[config.mk]
export PLATFORM = sky130hd
export DESIGN_NAME = dpm_mux
export DESIGN_NICKNAME = d
export VERILOG_FILES = /design/src/pkg/dpm_pkg.sv /design/src/pkg/dpm_samp_if.sv /design/src/dpm_mux.sv /design/src/dpm_sync.sv
export SDC_FILE = /design/constraint.sdc
export NUM_CORES = 1
export LEC_CHECK = 0
export BUFFER_PORTS_ARGS = -buffer_cell sky130_fd_sc_hd__buf_2
export CAP_MARGIN = 20
export CELL_PAD_IN_SITES_DETAIL_PLACEMENT = 0
export CELL_PAD_IN_SITES_GLOBAL_PLACEMENT = 2
export CORE_MARGIN = 2
export CORE_UTILIZATION = 34
export DETAILED_ROUTE_END_ITERATION = 8
export PLACE_DENSITY = 0.88
export SYNTH_ARGS = -nofsm -noshare
export SYNTH_HDL_FRONTEND = slang
export SYNTH_SLANG_ARGS = --single-unit
export TNS_END_PERCENT = 20
[constraint.sdc]
create_clock -name CLK_SYS -period 3.25 [get_ports CLK_SYS]
set_clock_uncertainty 0.15 [all_clocks]
set_input_delay 0 -clock CLK_SYS [delete_from_list [all_inputs] [get_ports CLK_SYS]]
set_output_delay 0 -clock CLK_SYS [all_outputs]
set_load 0.005 [all_outputs]
[src/pkg/dpm_pkg.sv]
// dpm_pkg: constants and types of the shared dram / i-o pin mux
// assumes a single 100 MHz system clock
package dpm_pkg;
   // ----------------------------------------
   // clock and timing
   // ----------------------------------------
   localparam int unsigned CLK_PERIOD_NS = 10;
   localparam int unsigned ROW_TIME_NS = 20;
   localparam int unsigned COL_TIME_NS = 20;
   localparam int unsigned IO_TIME_NS = 30;
   // least times, rounded up to whole cycles
   localparam int unsigned ROW_CYCLES =
      (ROW_TIME_NS + CLK_PERIOD_NS - 1) / CLK_PERIOD_NS;
   localparam int unsigned COL_CYCLES =
      (COL_TIME_NS + CLK_PERIOD_NS - 1) / CLK_PERIOD_NS;
   localparam int unsigned IO_CYCLES =
      (IO_TIME_NS + CLK_PERIOD_NS - 1) / CLK_PERIOD_NS;
   localparam int unsigned PROC_RESET_HOLD = 84;
   // ----------------------------------------
   // widths
   // ----------------------------------------
   localparam int unsigned ADDR_W = 12;
   localparam int unsigned DATA_W = 8;
   localparam int unsigned CODE_W = 5;
   localparam int unsigned CNT_W = 7;
   localparam int unsigned SYNC_W = 12;
   // ----------------------------------------
   // cycle sequencer states
   // ----------------------------------------
   typedef enum logic [2:0] {
      S_IDLE,
      S_ROW,
      S_COL,
      S_IO,
      S_END
   } dpm_state_t;
endpackage

[src/pkg/dpm_samp_if.sv]
// dpm_samp_if: pin levels after the two-flop synchroniser
// driven by dpm_sync, read by the mux core
`timescale 1ns/1ps
interface dpm_samp_if;
   logic mem_io;
   logic strap;
   logic par_hi;
   logic par_lo;
   logic [7:0] data;
   modport drv (output mem_io, strap, par_hi, par_lo, data);
   modport use_side (input mem_io, strap, par_hi, par_lo, data);
endinterface

[src/dpm_mux.sv]
// dpm_mux: shared dram address / parity and i-o select / data pins
// assumes cycle requests from same-clock logic; pins synchronised here
//
// What this block does
// - Dram: upper parity pin is driven on writes and sampled on reads.
// - Dram: lower parity pin is driven on writes and sampled on reads.
// - I-o: upper and lower parity pins drive select code bits 4 and 3.
// - Dram: the twelve address pins carry row, then column address.
// - I-o: pins 10 to 8 drive code bits 2 to 0, decoded to one of 32.
// - I-o: the eight low address pins form a two-way peripheral data bus.
// - While reset is low the strobe 3 pin floats and is read as a strap.
// - A strap held high through reset release makes strobe 3 an output.
// - The processor reset output changes only on clock edges.
`timescale 1ns/1ps
module dpm_mux
   import dpm_pkg::*;
(
   // clock and reset
   input wire logic CLK_SYS,
   input wire logic RESET_N,
   // cycle request from the controller
   input wire logic MEM_IO_STATUS,
   input wire logic CYC_REQ,
   input wire logic CYC_WRITE,
   input wire logic [1:0] CYC_BANK,
   input wire logic [1:0] CYC_BYTE_EN,
   input wire logic [ADDR_W-1:0] CYC_ROW,
   input wire logic [ADDR_W-1:0] CYC_COL,
   input wire logic CYC_PAR_HI,
   input wire logic CYC_PAR_LO,
   input wire logic [CODE_W-1:0] CYC_CODE,
   input wire logic [DATA_W-1:0] CYC_WDATA,
   // cycle answer
   output logic CYC_BUSY,
   output logic CYC_DONE,
   output logic [DATA_W-1:0] CYC_RDATA,
   output logic CYC_RPAR_HI,
   output logic CYC_RPAR_LO,
   // shared address / data pins
   output logic [ADDR_W-1:0] MEM_ADDR_O,
   output logic MEM_ADDR_LO_OE,
   input wire logic [DATA_W-1:0] PERIPH_DATA_I,
   // parity / select code pins
   output logic UPPER_BYTE_PARITY_O,
   output logic LOWER_BYTE_PARITY_O,
   output logic PARITY_OE,
   input wire logic UPPER_BYTE_PARITY_I,
   input wire logic LOWER_BYTE_PARITY_I,
   // dram strobes, active low, and write select, high on writes
   output logic [3:0] ROW_STROBE_N,
   output logic [2:0] UPPER_COL_STROBE_N,
   output logic [3:0] LOWER_COL_STROBE_N,
   output logic DRAM_WRITE_SELECT,
   // column strobe 3 pin with strap
   output logic UPPER_COL_STROBE3_O,
   output logic UPPER_COL_STROBE3_OE,
   input wire logic COL_STROBE_STRAP_I,
   output logic COL_STROBE_OUT_MODE,
   // processor reset
   output logic PROCESSOR_RESET_OUT
);
   // ----------------------------------------
   // pin synchronisers
   // ----------------------------------------
   dpm_samp_if s ();

   dpm_sync u_sync (
      .clk(CLK_SYS),
      .mem_io_pin(MEM_IO_STATUS),
      .strap_pin(COL_STROBE_STRAP_I),
      .par_hi_pin(UPPER_BYTE_PARITY_I),
      .par_lo_pin(LOWER_BYTE_PARITY_I),
      .data_pin(PERIPH_DATA_I),
      .s(s)
   );

   // ----------------------------------------
   // decoders
   // ----------------------------------------
   function automatic logic [3:0] strobe_dec(input logic [1:0] bank,
                                             input logic en);
      strobe_dec = ~((4'h1 << bank) & {4{en}});
   endfunction

   // ----------------------------------------
   // cycle sequencer
   // ----------------------------------------
   dpm_state_t state, next_state;
   logic [CNT_W-1:0] cnt, next_cnt;
   logic io_role, next_io_role;
   logic lat_wr, next_lat_wr;
   logic [1:0] lat_bank, next_lat_bank;
   logic [1:0] lat_be, next_lat_be;
   logic [ADDR_W-1:0] lat_col, next_lat_col;
   logic [1:0] lat_par, next_lat_par;
   logic [3:0] cash_n, next_cash_n;
   logic next_busy, next_done, next_rphi, next_rplo, next_wsel;
   logic [DATA_W-1:0] next_rdata;
   logic [ADDR_W-1:0] next_addr;
   logic next_lo_oe, next_par_oe, next_uphi, next_uplo;
   logic [3:0] next_ras_n, next_casl_n;

   always_comb begin
      next_state = state;
      next_cnt = cnt;
      next_io_role = io_role;
      next_lat_wr = lat_wr;
      next_lat_bank = lat_bank;
      next_lat_be = lat_be;
      next_lat_col = lat_col;
      next_lat_par = lat_par;
      next_busy = CYC_BUSY;
      next_done = 1'b0;
      next_rdata = CYC_RDATA;
      next_rphi = CYC_RPAR_HI;
      next_rplo = CYC_RPAR_LO;
      next_addr = MEM_ADDR_O;
      next_lo_oe = MEM_ADDR_LO_OE;
      next_par_oe = PARITY_OE;
      next_uphi = UPPER_BYTE_PARITY_O;
      next_uplo = LOWER_BYTE_PARITY_O;
      next_wsel = DRAM_WRITE_SELECT;
      next_ras_n = 4'hf;
      next_cash_n = 4'hf;
      next_casl_n = 4'hf;
      unique case (state)
         S_IDLE: begin
            // role taken only here, so it never flips mid access
            if (CYC_REQ) begin
               next_busy = 1'b1;
               next_lat_wr = CYC_WRITE;
               next_lat_bank = CYC_BANK;
               next_lat_be = CYC_BYTE_EN;
               next_lat_col = CYC_COL;
               next_lat_par = {CYC_PAR_HI, CYC_PAR_LO};
               next_io_role = ~s.mem_io;
               if (s.mem_io) begin
                  next_state = S_ROW;
                  next_cnt = CNT_W'(ROW_CYCLES - 1);
                  next_addr = CYC_ROW;
                  next_lo_oe = 1'b1;
                  next_par_oe = 1'b0;
                  next_wsel = CYC_WRITE;
                  next_ras_n = strobe_dec(CYC_BANK, 1'b1);
               end else begin
                  next_state = S_IO;
                  next_cnt = CNT_W'(IO_CYCLES - 1);
                  next_addr = {1'b0, CYC_CODE[2:0], CYC_WDATA};
                  next_lo_oe = CYC_WRITE;
                  next_par_oe = 1'b1;
                  next_uphi = CYC_CODE[4];
                  next_uplo = CYC_CODE[3];
               end
            end
         end
         S_ROW: begin
            next_ras_n = strobe_dec(lat_bank, 1'b1);
            next_cnt = cnt - 1'b1;
            if (cnt == '0) begin
               next_state = S_COL;
               next_cnt = CNT_W'(COL_CYCLES - 1);
               next_addr = lat_col;
               next_cash_n = strobe_dec(lat_bank, lat_be[1]);
               next_casl_n = strobe_dec(lat_bank, lat_be[0]);
               next_par_oe = lat_wr;
               next_uphi = lat_par[1];
               next_uplo = lat_par[0];
            end
         end
         S_COL: begin
            next_ras_n = ROW_STROBE_N;
            next_cash_n = cash_n;
            next_casl_n = LOWER_COL_STROBE_N;
            next_cnt = cnt - 1'b1;
            if (cnt == '0) begin
               next_state = S_END;
               next_done = 1'b1;
               if (!lat_wr) begin
                  next_rphi = s.par_hi;
                  next_rplo = s.par_lo;
               end
            end
         end
         S_IO: begin
            // strobes stay at their idle default here
            next_cnt = cnt - 1'b1;
            if (cnt == '0) begin
               next_state = S_END;
               next_done = 1'b1;
               if (!lat_wr) begin
                  next_rdata = s.data;
               end
            end
         end
         S_END: begin
            next_state = S_IDLE;
            next_busy = 1'b0;
            next_lo_oe = 1'b1;
            next_par_oe = 1'b0;
            next_wsel = 1'b0;
         end
      endcase
   end

   always_ff @(posedge CLK_SYS) begin
      if (!RESET_N) begin
         state <= S_IDLE;
         cnt <= '0;
         io_role <= 1'b0;
         lat_wr <= 1'b0;
         lat_bank <= 2'h0;
         lat_be <= 2'h0;
         lat_col <= '0;
         lat_par <= 2'h0;
         CYC_BUSY <= 1'b0;
         CYC_DONE <= 1'b0;
         CYC_RDATA <= '0;
         CYC_RPAR_HI <= 1'b0;
         CYC_RPAR_LO <= 1'b0;
         MEM_ADDR_O <= '0;
         MEM_ADDR_LO_OE <= 1'b1;
         PARITY_OE <= 1'b0;
         UPPER_BYTE_PARITY_O <= 1'b0;
         LOWER_BYTE_PARITY_O <= 1'b0;
         DRAM_WRITE_SELECT <= 1'b0;
         ROW_STROBE_N <= 4'hf;
         cash_n <= 4'hf;
         LOWER_COL_STROBE_N <= 4'hf;
      end else begin
         state <= next_state;
         cnt <= next_cnt;
         io_role <= next_io_role;
         lat_wr <= next_lat_wr;
         lat_bank <= next_lat_bank;
         lat_be <= next_lat_be;
         lat_col <= next_lat_col;
         lat_par <= next_lat_par;
         CYC_BUSY <= next_busy;
         CYC_DONE <= next_done;
         CYC_RDATA <= next_rdata;
         CYC_RPAR_HI <= next_rphi;
         CYC_RPAR_LO <= next_rplo;
         MEM_ADDR_O <= next_addr;
         MEM_ADDR_LO_OE <= next_lo_oe;
         PARITY_OE <= next_par_oe;
         UPPER_BYTE_PARITY_O <= next_uphi;
         LOWER_BYTE_PARITY_O <= next_uplo;
         DRAM_WRITE_SELECT <= next_wsel;
         ROW_STROBE_N <= next_ras_n;
         cash_n <= next_cash_n;
         LOWER_COL_STROBE_N <= next_casl_n;
      end
   end

   assign UPPER_COL_STROBE_N = cash_n[2:0];

   // ----------------------------------------
   // strap, column strobe 3 and processor reset
   // ----------------------------------------
   logic next_mode, next_cs3_oe, next_cs3, next_prst;
   logic [CNT_W-1:0] prst_cnt, next_prst_cnt;

   // strap follows the pin while in reset, frozen at release
   always_comb begin
      next_mode = RESET_N ? COL_STROBE_OUT_MODE : s.strap;
      next_cs3_oe = RESET_N & COL_STROBE_OUT_MODE;
      // same edge as the other column strobes, no extra cycle of lag
      next_cs3 = next_cash_n[3];
      next_prst_cnt = (prst_cnt != '0) ? prst_cnt - 1'b1 : prst_cnt;
      next_prst = (prst_cnt != '0);
   end

   // mode has no reset value of its own: it is loaded during reset
   always_ff @(posedge CLK_SYS) begin
      COL_STROBE_OUT_MODE <= next_mode;
   end

   always_ff @(posedge CLK_SYS) begin
      if (!RESET_N) begin
         UPPER_COL_STROBE3_OE <= 1'b0;
         UPPER_COL_STROBE3_O <= 1'b1;
         prst_cnt <= CNT_W'(PROC_RESET_HOLD);
         PROCESSOR_RESET_OUT <= 1'b1;
      end else begin
         UPPER_COL_STROBE3_OE <= next_cs3_oe;
         UPPER_COL_STROBE3_O <= next_cs3;
         prst_cnt <= next_prst_cnt;
         PROCESSOR_RESET_OUT <= next_prst;
      end
   end
endmodule // dpm_mux

[src/dpm_sync.sv]
// dpm_sync: two-flop synchronisers for every pin input of the mux
// assumes pins are asynchronous to the system clock
`timescale 1ns/1ps
module dpm_sync
   import dpm_pkg::*;
(
   // clock
   input wire logic clk,
   // raw pins
   input wire logic mem_io_pin,
   input wire logic strap_pin,
   input wire logic par_hi_pin,
   input wire logic par_lo_pin,
   input wire logic [7:0] data_pin,
   // synchronised levels
   dpm_samp_if.drv s
);
   logic [SYNC_W-1:0] meta;
   logic [SYNC_W-1:0] stable;
   logic [SYNC_W-1:0] next_meta;
   logic [SYNC_W-1:0] next_stable;

   // first stage is read by the second stage only
   always_comb begin
      next_meta = {mem_io_pin, strap_pin, par_hi_pin, par_lo_pin, data_pin};
      next_stable = meta;
   end

   always_ff @(posedge clk) begin
      meta <= next_meta;
      stable <= next_stable;
   end

   assign s.mem_io = stable[11];
   assign s.strap = stable[10];
   assign s.par_hi = stable[9];
   assign s.par_lo = stable[8];
   assign s.data = stable[7:0];
endmodule // dpm_sync
# After elaboration in Yosys (flattened, before gate mapping)
# Index checks and enable logic that the tools add are counted.
# classes
shifts	2
n_bitwise	8
n_reduce_logical	19
muxes	41
add_sub_neg	2
eq_ne	9
# op_table
op	n
two-way mux 12 bit	3
one-hot mux 12 bit (2 select lines)	1
one-hot mux 7 bit (3 select lines)	1
AND reduction 3 bit	6
two-way mux 4 bit	4
inverter 4 bit	4
one-hot mux 4 bit (2 select lines)	2
two-way mux 1 bit	15
two-way mux 7 bit	2
subtractor 7 x 1 -> 7 bit (second input constant)	2
one-hot mux 3 bit (4 select lines)	1
one-hot mux 4 bit (3 select lines)	1
one-hot mux 1 bit (2 select lines)	5
two-way mux 3 bit	3
bitwise AND 4 bit	2
AND reduction 2 bit	4
<< shifter 1 x 2 -> 4 bit (first input constant)	2
logical NOT 7 bit	1
nonzero test 7 bit	1
equality test 3 x 2 -> 1 bit (second input constant)	2
!= test 2 bit (second input constant)	3
nonzero test 3 bit	2
two-way mux 2 bit	2
!= test 2 x 1 -> 1 bit (second input constant)	2
9 further kinds	10
# totals
input_bits	59
regBits	104
out_inout_bits	44
wordCells	109

# Depth between registers and ports, before layout
# logic_depth
word_depth	5
depth_mapped	7
depth_no_buf	6

# Modules after synthesis
# Synthesis repeated with hierarchy kept, for this count alone.
# unflattened
cells_unflattened	439
hier_area_um2	4076.4
# modules_own_cells
module	n_inst	cells_per_inst	area_per_inst_um2	seq_area_each_um2
dpm_mux	1	415	3595.9	1611.5
dpm_sync	1	24	480.5	480.5

# Worst setup path after synthesis
# Ideal clock, no wire load.
# synth_timing
kind	register -> register
startpoint	reg cnt[0]
endpoint	reg CYC_RDATA[5]
path_stages_with_launch	8
path_buffers	1
slack_ps	1356
t_required_ps	3026
period_less_slack_ps	1894
setup_time_ps	74
arrival_ps	1670
cell_sequence	dfxtp_1 > inv_1 > ha_1 > or4b_4 > nor4_4 > buf_6 > nand3_1 > o21ai_0
# synth_between
elab_chain_len	2
# synth_rtl
element	line_no	rtl
start: declaration	dpm_mux.sv:89	logic [CNT_W-1:0] cnt, next_cnt;
start signal: assignment	dpm_mux.sv:231	cnt <= next_cnt;
logical NOT 7 bit	dpm_mux.sv:187	if (cnt == '0) begin
AND reduction 3 bit (no line)	-	
end signal: assignment	dpm_mux.sv:240	CYC_RDATA <= next_rdata;
end: declaration	dpm_mux.sv:36	output logic [DATA_W-1:0] CYC_RDATA,
# No other way between the ends.
# A chain may end at the register's enable or synchronous reset.

# Final worst setup path
# layout_timing
startpoint	reg state[1]
endpoint	reg CYC_RPAR_LO
# layout_between
elab_chain_len	2
# layout_rtl
element	line_no	rtl
start: declaration	dpm_mux.sv:88	dpm_state_t state, next_state;
start signal: assignment	dpm_mux.sv:230	state <= next_state;
equality test 3 x 2 -> 1 bit	dpm_mux.sv:126	unique case (state)
AND reduction 3 bit (no line)	-	
end signal: assignment	dpm_mux.sv:242	CYC_RPAR_LO <= next_rplo;
end: declaration	dpm_mux.sv:38	output logic CYC_RPAR_LO,
# No other way between the ends.

==> results.ini <==
[placement]
hpwlAfterDp_um=7190
placedCellCount=668
portBuffers=102
place_area_um2=4650
place.gp.congestion=0.758

[final_layout]
drive_above_1_share_pct=21.9
fin_nets=646
final_area_um2=5450
nFillCells=1169
num_antenna_cells=0
final_common_cell=dfxtp_1
finalNonFillerCells=735
multi_input_area_um2=1800
regArea_um2=2090
syn2layout_area_growth_pct=33.2
final_cell_mix=dfxtp_1 (103), buf_2 (102), nand2_1 (94)

[timing]
slew_headroom_pct=38.4
fmaxAchievable_mhz=415
final_hold_viol_count=0
slew_viol_final=0
fin_crit_sh_pct=74.2
worstMarginPinSlew_ns=0.923
setup_viol=0
setup_tns_ns=0
worst_hold_slack_ns=0.00486
rsz0062_at_grt=no
post-route-min-period_ns=2.41

[logic_synthesis]
synth_area_per_cell_um2=9.21
ys_seq_area_share_pct=51.2
yosys-top-cells-area=dfxtp_1 (50%), nand2_1 (8.6%), mux2i_1 (5.9%), a21oi_1 (3.7%), o211ai_1 (2.6%)
synth_edf_count=1
synth_xor_xnor_area_share_pct=2.14
syn_area_um2=4090
synth_top_family_by_area=simple AND/OR/NAND/NOR gates
syn_inst=444
synthFlopType=dfxtp_1
synth.top_cell.area_share_pct=50.4
yosysWarnings=0
synth_seq_cells=104
synth_simple_gate_area_share_pct=20.1
synth_nets=507
synth_top_area_cell=dfxtp_1
synth.distinct_cells=52
synthArstFlopShare_pct=0
synthAdderAreaFrac_pct=1.22
muxShareOfSynthArea_pct=5.88
synth_compound_area_share_pct=14.4

[cts]
cts_made_buffers=9
cts_tree=yes
clk_pin_slew_ns=0.07
htreeDepth=3
clock_sinks=104
cts_root_buffer=clkbuf_16
clockBufferDepth=2
cts_setup_buffers=0
clock_latency_ns=0.35

[drt]
drc=0
ant_nets=0
routed_wl_um=10300
first_iter_violations=234
dr.pass1.iters=4
vias_per_cell=4.83
vias=3548
wl_per_cell_um=14.0

[worst_setup_path]
end_kind=flop
worst_ep_arrival_time_ns=2.46
critPathKind=flop to flop
worstSetupStartpointType=flop
cp_data_required_time_ns=3.30
path_max_fanout=18

[run]
max-cap-violations=0

[pwr]
p_clk_share_pct=26.0
p_comb_share_pct=31.4
power_density_nw_per_um2=737
pwr-share-seq_pct=42.6
p_int_w=0.00268
power_switching_share_pct=33.4
p_switching_w=0.00134
p_leak_nw=2.26
irDropWorstVdd_mv=0.289
totalPowerFinal_w=0.00402

[floorplanning]
num_rows=40
die_x_um=114
core_um2=11900
io-pin-count=103
die_area_um2=12900
start_util_pct=34.5
die_h_um=114

[worst_hold_path]
worstHoldPathType=input pin to flop

[run_status]
status=finished clean

[global_routing]
grt_max_degree=34
track_usage_pct=16.3
grt_pass1_vias=3436
antenna_found_initial=0
grt_pass1_wl_um=16500
grt_overflow=0

==> path summary, 6_finish.rpt <==
kind                         from                end  slack [ns]  depth (start not counted)
hold reg to reg   u_sync.meta[11]  u_sync.stable[11]        0.18                          0
hold / removal         CYC_ROW[8]      MEM_ADDR_O[8]       0.005                          5
setup / recovery         state[1]        CYC_RPAR_LO        0.84                          3
setup reg to reg         state[1]        CYC_RPAR_LO        0.84                          3
==> critical path, stage by stage, from the launching register on <==
cell and delay [ns]:
dfxtp_1 0.69, or3b_2 0.65, nor4_1 0.59, o21ai_0 0.18
==> cells by family after synthesis <==
kind of cell | Yosys count
AOI/OAI and AO/OA | 95
xor gates and xnor gates | 10
adders and majority gates | 4
buffers and inverters | 38
DFF | 104
muxes | 24
and+or+nand+nor | 169
==> state kept, by name, indices dropped and copies added (netlist names), 2 cells and up <==
name                cells
MEM_ADDR_O             12
lat_col                12
u_sync.meta            12
u_sync.stable          12
CYC_RDATA               8
cnt                     7
prst_cnt                7
LOWER_COL_STROBE_N      4
ROW_STROBE_N            4
cash_n                  3
state                   3
lat_bank                2
lat_be                  2
lat_par                 2
==> metal layers <==
metal	up-vias	track usage (%)	wire length (µm)
li1	1815	-	-
met1	1631	21.2	4850
met2	94	26.2	4750
met3	8	5.58	592
met4	0	3.90	111
met5	-	0	0
==> per-stage QoR <==
step / util [%] / setup WS (ns)
floorplan: - / 1.36
global placement: 39.2 / 0.902
detailed placement: 39.2 / 0.804
CTS: 45.9 / 0.795
global route: 45.9 / 0.581
finish: 45.9 / 0.839
==> area by class of cell <==
type,instances,area share (%)
clock buffer,13,4.41
clock inverter,3,0.781
inverter,7,0.482
multi-input combinational,302,33.0
sequential,104,38.4
tap,147,3.38
timing repair buffer,159,19.6
==> power groups by stage <==
stage	combinational (W)	sequential, W	clock (W)
3_3_place_gp	0.00120	0.00173	0
4_1_cts	0.00127	0.00171	0.00109
6_report	0.00126	0.00171	0.00104
2_1_floorplan	0.000930	0.00165	0
5_1_grt	0.00141	0.00174	0.00114
3_5_place_dp	0.00122	0.00174	0
==> cells in the mapped netlist, types with 4 or more instances <==
cell type,n
dfxtp_1,103
nand2_1,94
a21oi_1,30
mux2i_1,24
o21ai_0,21
clkbuf_1,19
nand3_1,18
nor2_1,18
o211ai_1,14
o22ai_1,9
inv_1,6
nand3b_1,6
xor2_1,6
clkbuf_8,5
ha_1,4
nor2b_1,4
nor3_1,4
xnor2_1,4
==> what timing repair did <==
item | CTS | global route
endpoints found under the hold margin | 59 | 0
resized for setup | 0 | 0
hold buffers | 51 | 0
Note: power is estimated with default switching activity, not from simulation.
